===== config.mk =====
export PLATFORM = sky130hd
export DESIGN_NAME = glme_event_gen
export DESIGN_NICKNAME = d
export VERILOG_FILES = /design/src/common/glme_pkg.sv /design/src/logic/glme_event_gen.sv
export SDC_FILE = /design/constraint.sdc
export NUM_CORES = 1
export LEC_CHECK = 0
export BUFFER_PORTS_ARGS = -buffer_cell sky130_fd_sc_hd__buf_2
export CAP_MARGIN = 25
export CORE_MARGIN = 2
export CORE_UTILIZATION = 55
export DETAILED_ROUTE_END_ITERATION = 16
export GPL_TIMING_DRIVEN = 1
export PLACE_DENSITY_LB_ADDON = 0.05
export SETUP_SLACK_MARGIN = 0.3
export SLEW_MARGIN = 0
export SYNTH_ARGS = -nofsm -noshare
export SYNTH_HDL_FRONTEND = slang
export SYNTH_SLANG_ARGS = --single-unit

===== constraint.sdc =====
create_clock -name clk_in -period 2.3 [get_ports clk_in]
set_clock_uncertainty 0.1 [all_clocks]
set_input_delay 0.115 -clock clk_in [delete_from_list [all_inputs] [get_ports clk_in]]
set_output_delay 0.115 -clock clk_in [all_outputs]
set_load 0.01 [all_outputs]

===== src/common/glme_pkg.sv =====
// Package with register map, field positions and reset values for the logic-mode event block.
//
// Summary of operation
// - Delta AND mode when delta/value select is 0 and and/or select is 1.
// - Value AND mode when delta/value select and and/or select are both 1.
// - Delta AND: all high-masked rise flags and low-masked fall flags set.
// - Rise and fall flags are independent, each gated by its own mask.
// - A pin starting high needs low then high before its rise term holds.
// - With all mask bits clear, neither AND mode asserts the event while logic polarity is 0.
// - Value AND: high-masked pins read high and low-masked pins read low.
// - Value AND never asserts while logic polarity is 0 if any pin has both masks set.
// - Value AND asserts at once on entry if levels match, else on match.
// - Value AND needs all masked levels to hold at the same moment.
// - Pin 0 output drives its value bit or the logic event per source bit.
// - The pin 0 output-source bit is ignored while pin 0 is an input.
// - Event line 0 comes from pin 0 pass-through or the logic event.
// - Pin 0 as output keeps the logic event but kills its pass-through.
// - Event lines 1 to 15 come only from pass-through logic.
// - All event lines go to the transfer controller; 0 and 4-7 interrupt.
// - Pass-through lines follow their pin, true or inverted by polarity.
// - Logic output polarity 1 asserts the event when the logic is false, in the two AND modes only.
// - Event line 0 carries the logic event when its source select is 1.
// - Value mode gates pin level with high mask, inverted with low mask.
package glme_pkg;
    localparam int NPIN = 16;
    localparam logic [7:0] ADDR_ENABLE = 8'h00;
    localparam logic [7:0] ADDR_DIR = 8'h04;
    localparam logic [7:0] ADDR_VALUE = 8'h08;
    localparam logic [7:0] ADDR_RISE = 8'h0C;
    localparam logic [7:0] ADDR_FALL = 8'h10;
    localparam logic [7:0] ADDR_HMASK = 8'h14;
    localparam logic [7:0] ADDR_LMASK = 8'h18;
    localparam logic [7:0] ADDR_GCTRL = 8'h1C;
    localparam logic [7:0] ADDR_POL = 8'h20;
    localparam logic [7:0] ADDR_STATUS = 8'h24;
    localparam int GC_P0SRC = 0;
    localparam int GC_EV0SEL = 1;
    localparam int GC_LOGIC = 2;
    localparam int GC_DV = 3;
    localparam int GC_LPOL = 4;
    localparam int GC_W = 5;
    localparam logic [15:0] RST_PINS = 16'h0000;
    localparam logic [4:0] RST_GCTRL = 5'h00;
    localparam logic [15:0] CPU_INT_MASK = 16'h00F1;
endpackage : glme_pkg


===== src/logic/glme_event_gen.sv =====
// Logic-mode event generator with pass-through event lines and APB registers.
//
// Design decisions made here: the APB slave port and the register offsets.
`timescale 1ns/10ps
`default_nettype none

module glme_event_gen (
    input wire logic clk_in,
    input wire logic nrst_in,
    input wire logic ce_in,
    input wire logic psel_in,
    input wire logic penable_in,
    input wire logic pwrite_in,
    input wire logic [7:0] paddr_in,
    input wire logic [31:0] pwdata_in,
    input wire logic [3:0] pstrb_in,
    output logic [31:0] prdata_out,
    output logic pready_out,
    output logic pslverr_out,
    input wire logic [15:0] pin_in,
    output logic pin0_out,
    output logic pin0_oe_out,
    output logic logic_event_out,
    output logic [15:0] edma_event_out,
    output logic [15:0] cpu_int_out
);
    localparam int N = glme_pkg::NPIN;

    // ********************************************************
    // Pin synchronisers and edge detection
    // ********************************************************
    logic [N-1:0] sync1_q, sync2_q, prev_q;
    logic [N-1:0] enable_q, dir_q, value_q, rise_q, fall_q;
    logic [N-1:0] hmask_q, lmask_q, pol_q;
    logic [glme_pkg::GC_W-1:0] gctrl_q;
    logic [31:0] prdata_q;

    always_ff @(posedge clk_in or negedge nrst_in) begin
        if (!nrst_in) begin
            sync1_q <= glme_pkg::RST_PINS;
            sync2_q <= glme_pkg::RST_PINS;
            prev_q <= glme_pkg::RST_PINS;
        end else if (ce_in) begin
            sync1_q <= pin_in;
            sync2_q <= sync1_q;
            prev_q <= sync2_q;
        end
    end

    wire [N-1:0] in_use = enable_q & ~dir_q;
    // An edge is seen only by an enabled input; prev_q starts from the
    // synchronised level so a pin already high gives no rise.
    wire [N-1:0] rise_ev = in_use & sync2_q & ~prev_q;
    wire [N-1:0] fall_ev = in_use & ~sync2_q & prev_q;

    // ********************************************************
    // APB slave
    // ********************************************************
    wire wr_acc = psel_in & penable_in & pwrite_in & ce_in;
    wire rd_acc = psel_in & penable_in & ~pwrite_in & ce_in;
    wire hit_en = paddr_in == glme_pkg::ADDR_ENABLE;
    wire hit_dir = paddr_in == glme_pkg::ADDR_DIR;
    wire hit_val = paddr_in == glme_pkg::ADDR_VALUE;
    wire hit_rise = paddr_in == glme_pkg::ADDR_RISE;
    wire hit_fall = paddr_in == glme_pkg::ADDR_FALL;
    wire hit_hm = paddr_in == glme_pkg::ADDR_HMASK;
    wire hit_lm = paddr_in == glme_pkg::ADDR_LMASK;
    wire hit_gc = paddr_in == glme_pkg::ADDR_GCTRL;
    wire hit_pol = paddr_in == glme_pkg::ADDR_POL;
    wire hit_st = paddr_in == glme_pkg::ADDR_STATUS;
    wire mapped = hit_en | hit_dir | hit_val | hit_rise | hit_fall | hit_hm
                | hit_lm | hit_gc | hit_pol | hit_st;
    wire [15:0] wmask = {{8{pstrb_in[1]}}, {8{pstrb_in[0]}}};
    wire [15:0] wdat = pwdata_in[15:0];

    function automatic logic [15:0] merge(input logic [15:0] old,
                                          input logic [15:0] nv,
                                          input logic [15:0] m);
        merge = (old & ~m) | (nv & m);
    endfunction : merge

    // Writing a one clears a detect flag; a new edge in the same cycle wins.
    wire [N-1:0] rise_clr = (wr_acc & hit_rise) ? (wdat & wmask) : '0;
    wire [N-1:0] fall_clr = (wr_acc & hit_fall) ? (wdat & wmask) : '0;
    wire [N-1:0] rise_d = (rise_q & ~rise_clr) | rise_ev;
    wire [N-1:0] fall_d = (fall_q & ~fall_clr) | fall_ev;

    always_ff @(posedge clk_in or negedge nrst_in) begin
        if (!nrst_in) begin
            enable_q <= glme_pkg::RST_PINS;
            dir_q <= glme_pkg::RST_PINS;
            value_q <= glme_pkg::RST_PINS;
            hmask_q <= glme_pkg::RST_PINS;
            lmask_q <= glme_pkg::RST_PINS;
            pol_q <= glme_pkg::RST_PINS;
            rise_q <= glme_pkg::RST_PINS;
            fall_q <= glme_pkg::RST_PINS;
            gctrl_q <= glme_pkg::RST_GCTRL;
        end else if (ce_in) begin
            rise_q <= rise_d;
            fall_q <= fall_d;
            if (wr_acc && hit_en) enable_q <= merge(enable_q, wdat, wmask);
            if (wr_acc && hit_dir) dir_q <= merge(dir_q, wdat, wmask);
            if (wr_acc && hit_val) value_q <= merge(value_q, wdat, wmask);
            if (wr_acc && hit_hm) hmask_q <= merge(hmask_q, wdat, wmask);
            if (wr_acc && hit_lm) lmask_q <= merge(lmask_q, wdat, wmask);
            if (wr_acc && hit_pol) pol_q <= merge(pol_q, wdat, wmask);
            if (wr_acc && hit_gc && pstrb_in[0]) begin
                gctrl_q <= pwdata_in[glme_pkg::GC_W-1:0];
            end
        end
    end

    // ********************************************************
    // Logic-mode evaluation
    // ********************************************************
    wire dv_sel = gctrl_q[glme_pkg::GC_DV];
    wire and_sel = gctrl_q[glme_pkg::GC_LOGIC];
    wire delta_and = !dv_sel && and_sel;
    wire value_and = dv_sel && and_sel;
    wire any_mask = |(hmask_q | lmask_q);
    wire [N-1:0] lvl = sync2_q & in_use;
    // Unused pins read low to the value path, as disabled pins must not count.
    wire delta_ok = &((rise_q | ~hmask_q) & (fall_q | ~lmask_q));
    wire value_ok = &((lvl | ~hmask_q) & (~lvl | ~lmask_q));
    wire both_mask = |(hmask_q & lmask_q);
    wire comb_true = any_mask &&
        ((delta_and && delta_ok) ||
         (value_and && value_ok && !both_mask));
    wire active_mode = delta_and || value_and;
    // Polarity inverts only inside a supported mode so a reserved setting
    // stays quiet.
    wire lev = active_mode &&
        (gctrl_q[glme_pkg::GC_LPOL] ? !comb_true : comb_true);

    // ********************************************************
    // Event lines and pin 0 output
    // ********************************************************
    wire [N-1:0] pass = (sync2_q ^ pol_q) & in_use;
    wire ev0 = gctrl_q[glme_pkg::GC_EV0SEL] ? lev : pass[0];
    wire [N-1:0] events = {pass[N-1:1], ev0};
    wire p0_drv = enable_q[0] && dir_q[0];
    // Output source only matters while pin 0 is an enabled output.
    wire p0_val = gctrl_q[glme_pkg::GC_P0SRC] ? lev : value_q[0];

    always_ff @(posedge clk_in or negedge nrst_in) begin
        if (!nrst_in) begin
            logic_event_out <= 1'b0;
            edma_event_out <= 16'h0000;
            cpu_int_out <= 16'h0000;
            pin0_out <= 1'b0;
            pin0_oe_out <= 1'b0;
        end else if (ce_in) begin
            logic_event_out <= lev;
            edma_event_out <= events;
            cpu_int_out <= events & glme_pkg::CPU_INT_MASK;
            pin0_out <= p0_drv ? p0_val : 1'b0;
            pin0_oe_out <= p0_drv;
        end
    end

    wire [31:0] rd_mux =
        hit_en ? {16'h0000, enable_q} :
        hit_dir ? {16'h0000, dir_q} :
        hit_val ? {16'h0000, value_q} :
        hit_rise ? {16'h0000, rise_q} :
        hit_fall ? {16'h0000, fall_q} :
        hit_hm ? {16'h0000, hmask_q} :
        hit_lm ? {16'h0000, lmask_q} :
        hit_gc ? {27'h0000000, gctrl_q} :
        hit_pol ? {16'h0000, pol_q} :
        hit_st ? {16'h0000, sync2_q} : 32'h00000000;

    always_ff @(posedge clk_in or negedge nrst_in) begin
        if (!nrst_in) begin
            prdata_q <= 32'h00000000;
        end else if (ce_in && psel_in && !penable_in && !pwrite_in) begin
            prdata_q <= rd_mux;
        end
    end

    assign prdata_out = prdata_q;
    assign pready_out = 1'b1;
    assign pslverr_out = (rd_acc | wr_acc) & ~mapped;

    // ********************************************************
    // Checks
    // ********************************************************
    a_empty_mask_quiet: assert property (@(posedge clk_in) disable iff (!nrst_in)
        (ce_in && !any_mask && !gctrl_q[glme_pkg::GC_LPOL])
        |=> !logic_event_out)
        else $error("logic event with no mask bits");
    a_both_mask_quiet: assert property (@(posedge clk_in) disable iff (!nrst_in)
        (ce_in && value_and && both_mask && !gctrl_q[glme_pkg::GC_LPOL])
        |=> !logic_event_out)
        else $error("value AND fired with both masks on a pin");
    a_delta_fires: assert property (@(posedge clk_in) disable iff (!nrst_in)
        (ce_in && delta_and && any_mask && delta_ok
         && !gctrl_q[glme_pkg::GC_LPOL]) |=> logic_event_out)
        else $error("delta AND missed");
    a_value_fires: assert property (@(posedge clk_in) disable iff (!nrst_in)
        (ce_in && value_and && any_mask && !both_mask && value_ok
         && !gctrl_q[glme_pkg::GC_LPOL]) |=> logic_event_out)
        else $error("value AND missed");
    a_flag_sticky: assert property (@(posedge clk_in) disable iff (!nrst_in)
        (ce_in && rise_q[1] && !(wr_acc && hit_rise)) |=> rise_q[1])
        else $error("rise flag dropped without clear");
    a_ev0_logic: assert property (@(posedge clk_in) disable iff (!nrst_in)
        (ce_in && gctrl_q[glme_pkg::GC_EV0SEL])
        |=> edma_event_out[0] == $past(lev))
        else $error("event line 0 not carrying logic event");
    a_pass_output: assert property (@(posedge clk_in) disable iff (!nrst_in)
        (ce_in && dir_q[2]) |=> !edma_event_out[2])
        else $error("pass-through on output pin");
    a_cpu_lines: assert property (@(posedge clk_in) disable iff (!nrst_in)
        ce_in |=> cpu_int_out[3:1] == 3'h0 && cpu_int_out[15:8] == 8'h00)
        else $error("cpu interrupt on a line not routed");
    a_pin0_source: assert property (@(posedge clk_in) disable iff (!nrst_in)
        (ce_in && p0_drv && !gctrl_q[glme_pkg::GC_P0SRC])
        |=> pin0_out == $past(value_q[0]))
        else $error("pin 0 not driving value bit");

    // ********************************************************
    // Mode, flag and routing checks
    // ********************************************************
    // The reserved code and delta OR are left out of this block, so both
    // must keep the logic event low whatever the polarity bit says.
    a_reserved_quiet: assert property (@(posedge clk_in)
        disable iff (!nrst_in)
        (ce_in && !active_mode)
        |=> !logic_event_out)
        else $error("logic event outside the AND modes");
    // Polarity flips the registered event one cycle after the combination.
    a_pol_invert: assert property (@(posedge clk_in)
        disable iff (!nrst_in)
        (ce_in && active_mode && gctrl_q[glme_pkg::GC_LPOL])
        |=> logic_event_out == !$past(comb_true))
        else $error("inverted logic event wrong");
    a_value_level: assert property (@(posedge clk_in)
        disable iff (!nrst_in)
        (ce_in && value_and && !value_ok)
        |=> logic_event_out == $past(gctrl_q[glme_pkg::GC_LPOL]))
        else $error("value AND fired without a full match");
    a_delta_wait: assert property (@(posedge clk_in)
        disable iff (!nrst_in)
        (ce_in && delta_and && !delta_ok)
        |=> logic_event_out == $past(gctrl_q[glme_pkg::GC_LPOL]))
        else $error("delta AND fired before all flags");
    // A flag can only rise through a detected edge, so a pin that starts
    // high cannot satisfy its rise term before it has been low.
    a_rise_needs_edge: assert property (@(posedge clk_in)
        disable iff (!nrst_in)
        (ce_in && !rise_q[1] && !rise_ev[1])
        |=> !rise_q[1])
        else $error("rise flag set without an edge");
    a_clear_set_wins: assert property (@(posedge clk_in)
        disable iff (!nrst_in)
        (ce_in && rise_ev[1])
        |=> rise_q[1])
        else $error("rise edge lost");
    a_fall_sticky: assert property (@(posedge clk_in)
        disable iff (!nrst_in)
        (ce_in && fall_q[2] && !(wr_acc && hit_fall))
        |=> fall_q[2])
        else $error("fall flag dropped without clear");
    a_flag_no_output: assert property (@(posedge clk_in)
        disable iff (!nrst_in)
        (ce_in && !in_use[3] && !fall_q[3])
        |=> !fall_q[3])
        else $error("flag set on a pin that is not an input");
    // Lines 1 to 15 never see the logic event; line 0 follows its select.
    a_pass_lines: assert property (@(posedge clk_in)
        disable iff (!nrst_in)
        ce_in
        |=> edma_event_out[15:1] == $past(pass[15:1]))
        else $error("pass-through line wrong");
    a_ev0_pass: assert property (@(posedge clk_in)
        disable iff (!nrst_in)
        (ce_in && !gctrl_q[glme_pkg::GC_EV0SEL])
        |=> edma_event_out[0] == $past(pass[0]))
        else $error("event line 0 not carrying pass-through");
    a_cpu_match: assert property (@(posedge clk_in)
        disable iff (!nrst_in)
        ce_in |=> cpu_int_out[0] == edma_event_out[0]
            && cpu_int_out[7:4] == edma_event_out[7:4])
        else $error("interrupt line differs from its event");
    // The pin drive is registered, so it lags the source by one cycle.
    a_pin0_logic: assert property (@(posedge clk_in)
        disable iff (!nrst_in)
        (ce_in && p0_drv && gctrl_q[glme_pkg::GC_P0SRC])
        |=> pin0_out == $past(lev))
        else $error("pin 0 not driving logic event");
    a_pin0_oe_tracks: assert property (@(posedge clk_in)
        disable iff (!nrst_in)
        ce_in
        |=> pin0_oe_out == $past(p0_drv))
        else $error("pin 0 enable wrong");
    a_pin0_input: assert property (@(posedge clk_in)
        disable iff (!nrst_in)
        (ce_in && !dir_q[0])
        |=> !pin0_oe_out && !pin0_out)
        else $error("pin 0 driven while an input");
endmodule : glme_event_gen

`default_nettype wire


==> flow_summary.yaml <==
outcome:
  outcome: "completed"
clock_network:
  cts_buffers: 24
  clock_latency_ns: 0.53
  htreeDepth: 1
  cts_root_buf: "clkbuf_16"
  clk_pin_slew_ns: 0.06
  cts_buffer_depth: 3
  cts.sinks: 216
  tritoncts: "built"
setup_path:
  end_kind: "flip-flop"
  path_class: "reg2reg"
  cp-start-kind: "flip-flop"
  cp.required_ns: 2.60
  critPathArrivalTime_ns: 2.37
  critical_path.max_fanout: 3
  path_cells: "nand3b_1, mux2i_2, nand4_1, nor4_4, a211o_1, and4_4, o21ai_1"
  reg2reg_slack_ns: 0.23
  cp_slowest_cell: "dfrtp_1"
  slowest_delay_ns: 0.39
routing:
  via_per_inst: 5.982
  wl_um: 30130
  drtPass1Iterations: 6
  vias: 8495
  avgRoutedWirePerCell_um: 21.22
  postRouteAntennaNets: 0
  drtIter0Drc: 802
  drc: 0
power:
  peakVddDrop_v: 0.0005698
  leakage_uw: 0.006093
  powerDensity_nw_per_um2: 671.8
synthesis:
  syn_area_um2: 10630
  synth-async-reset-ratio_pct: 100.0
  netlist.area_leader.share_pct: 50.84
  synth_seq_cells: 216
  yosys_most_used_dff: "dfrtp_1"
  synth_cell_types: 55
  seq_area_frac_synth_pct: 50.84
  yosysTopAreaCell: "dfrtp_1"
  synth_edf_count: 0
  ys_warn_count: 0
  syn_inst: 989
  syn_avg_cell_area_um2: 10.75
  synth_area_leaders: "dfrtp_1, mux2_2, nand2_1"
global_routing:
  grtUsageTotal_pct: 30.32
  grt_max_degree: 86
  grt_pass1_wl_um: 47320
  grt_pass1_vias: 8220
  antenna_found_initial: 0
  gr-total-overflow: 0
timing:
  fin_crit_ns: 2.073
  max_freq_ghz: 0.4823
  worst_slack_ns: 0.2266
  slew_violations: 0
  setup_viol: 0
  post-route-period-util_pct: 90.15
  timing.final.hold_violations: 0
  rsz0062_at_grt: "true"
  worst_slew_pin_slew_ns: 0.8787
  relSlewSlack_pct: 41.42
  tns_ns: 0
layout:
  area_growth_pct: 19.51
  most-common-layout-cells: "dfrtp_1, nand2_1, buf_2, mux2_2, o21ai_0"
  fin_nets: 1213
  antenna_cells: 0
  drive_gt1_share_pct: 25.17
  n_fill_cell: 1511
  mostFrequentLayoutCell: "dfrtp_1"
placed_design:
  dp_slack_ns: 0.04987
  place_hpwl_um: 20800
  gp_congestion: 1.012
  io_buffers: 88
floorplan:
  rows: 50
  die_x_um: 143.0
  io_pins: 135
  die_area_um2: 20460
  core_um2: 18830
  start_util_pct: 56.46
  die_h_um: 143.0
worst_hold_path:
  hold_class: "in2reg"
  min_from: "ce_in"
run:
  maxCapViolations: 0
power by group:
part | switching (µW) | internal (µW) | leakage [µW] | total, µW
Clock | 1530 | 2150 | 0.000364 | 3670
Combinational | 451 | 308 | 0.00288 | 759
Sequential | 127 | 3980 | 0.00285 | 4100
synthesized netlist by cell type (3+ instances only):
cell type and instances:
a41oi_1 4, a222oi_1 12, a22o_1 17, clkbuf_1 28
a21o_1 4, mux2i_1 23, nor2_1 33, dfrtp_1 216
buf_2 13, nor4_1 12, a32o_1 32, a21oi_1 29
nand4_1 7, nor2_2 5, nor3b_1 16, a22oi_1 18
inv_1 53, mux2_1 32, nor3_1 4, xor2_1 15
a221oi_1 3, buf_4 35, nand3b_1 17, o211ai_1 3
nand2b_1 14, a31oi_1 10, and3_1 5, o21ai_1 13
nand3_2 3, mux2_2 76, o2111ai_1 6, o22ai_1 6
nand2_1 123, o21ai_0 60, nand2_2 4, nor3_2 3
nand3_1 8, and4_1 5
layout make-up:
type | instances | area, µm² | share of cell area, %
Tap cell | 260 | 325.3 | 2.560
Clock buffer | 34 | 678.2 | 5.337
Sequential cell | 216 | 5408 | 42.56
Timing Repair Buffer | 185 | 1319 | 10.38
Inverter | 54 | 202.7 | 1.595
Clock inverter | 5 | 61.31 | 0.4825
Multi-Input combinational cell | 666 | 4712 | 37.09
per-layer routing:
layer	vias up	global-route usage, %	routed length, µm
met5	-	0	0
met4	0	7.712	782
met3	64	5.231	2502
met2	388	45.76	13180
met1	4197	45.67	13670
li1	3846	-	-
kinds of logic after synthesis:
family / synth area share (%)
compound gates: 14.71
xor+xnor: 1.318
buf+inv: 6.155
flops: 50.84
mux: 13.60
other cells: 0.07064
simple gates: 13.30
worst paths after layout:
path	end	cells after the start
max	pin0_out	7
min	logic_event_out	4
max reg2reg	pin0_out	7
min reg2reg	sync2_q[0]	2
max in group asynchronous	sync2_q[6]	3
min in group asynchronous	prev_q[12]	2
critical path, delay by kind of cell (launching register included):
family / cells / cell delay, ns
simple gates: 4 / 0.95
mux: 1 / 0.28
flops: 1 / 0.39
compound gates: 2 / 0.22
repair_timing:
| item | 4_1_cts | 5_1_grt |
|---|---|---|
| gates resized for setup | 5 | 5 |
| setup buffers | 0 | 3 |
| setup endpoints to repair | 3 | 3 |
| pin swaps | 6 | 3 |
| hold buffers | 35 | 0 |
| endpoints found under the hold margin | 366 | 0 |
stage by stage:
step / power, µW / hold slack, ns / utilization [%] / area [µm²] / instances
global placement: 4870 / -0.002792 / 61.36 / 11550 / 1343
CTS: 8594 / 0.006141 / 67.26 / 12660 / 1417
global route: 8844 / 0.03599 / 67.48 / 12710 / 1420
finish: 8536 / 0.01975 / 67.48 / 12710 / 1420
detailed placement: 4881 / -0.003840 / 61.36 / 11550 / 1343
floorplan: 4527 / -0.2806 / - / 10730 / 1015
Note: power is estimated with default switching activity, not from simulation.
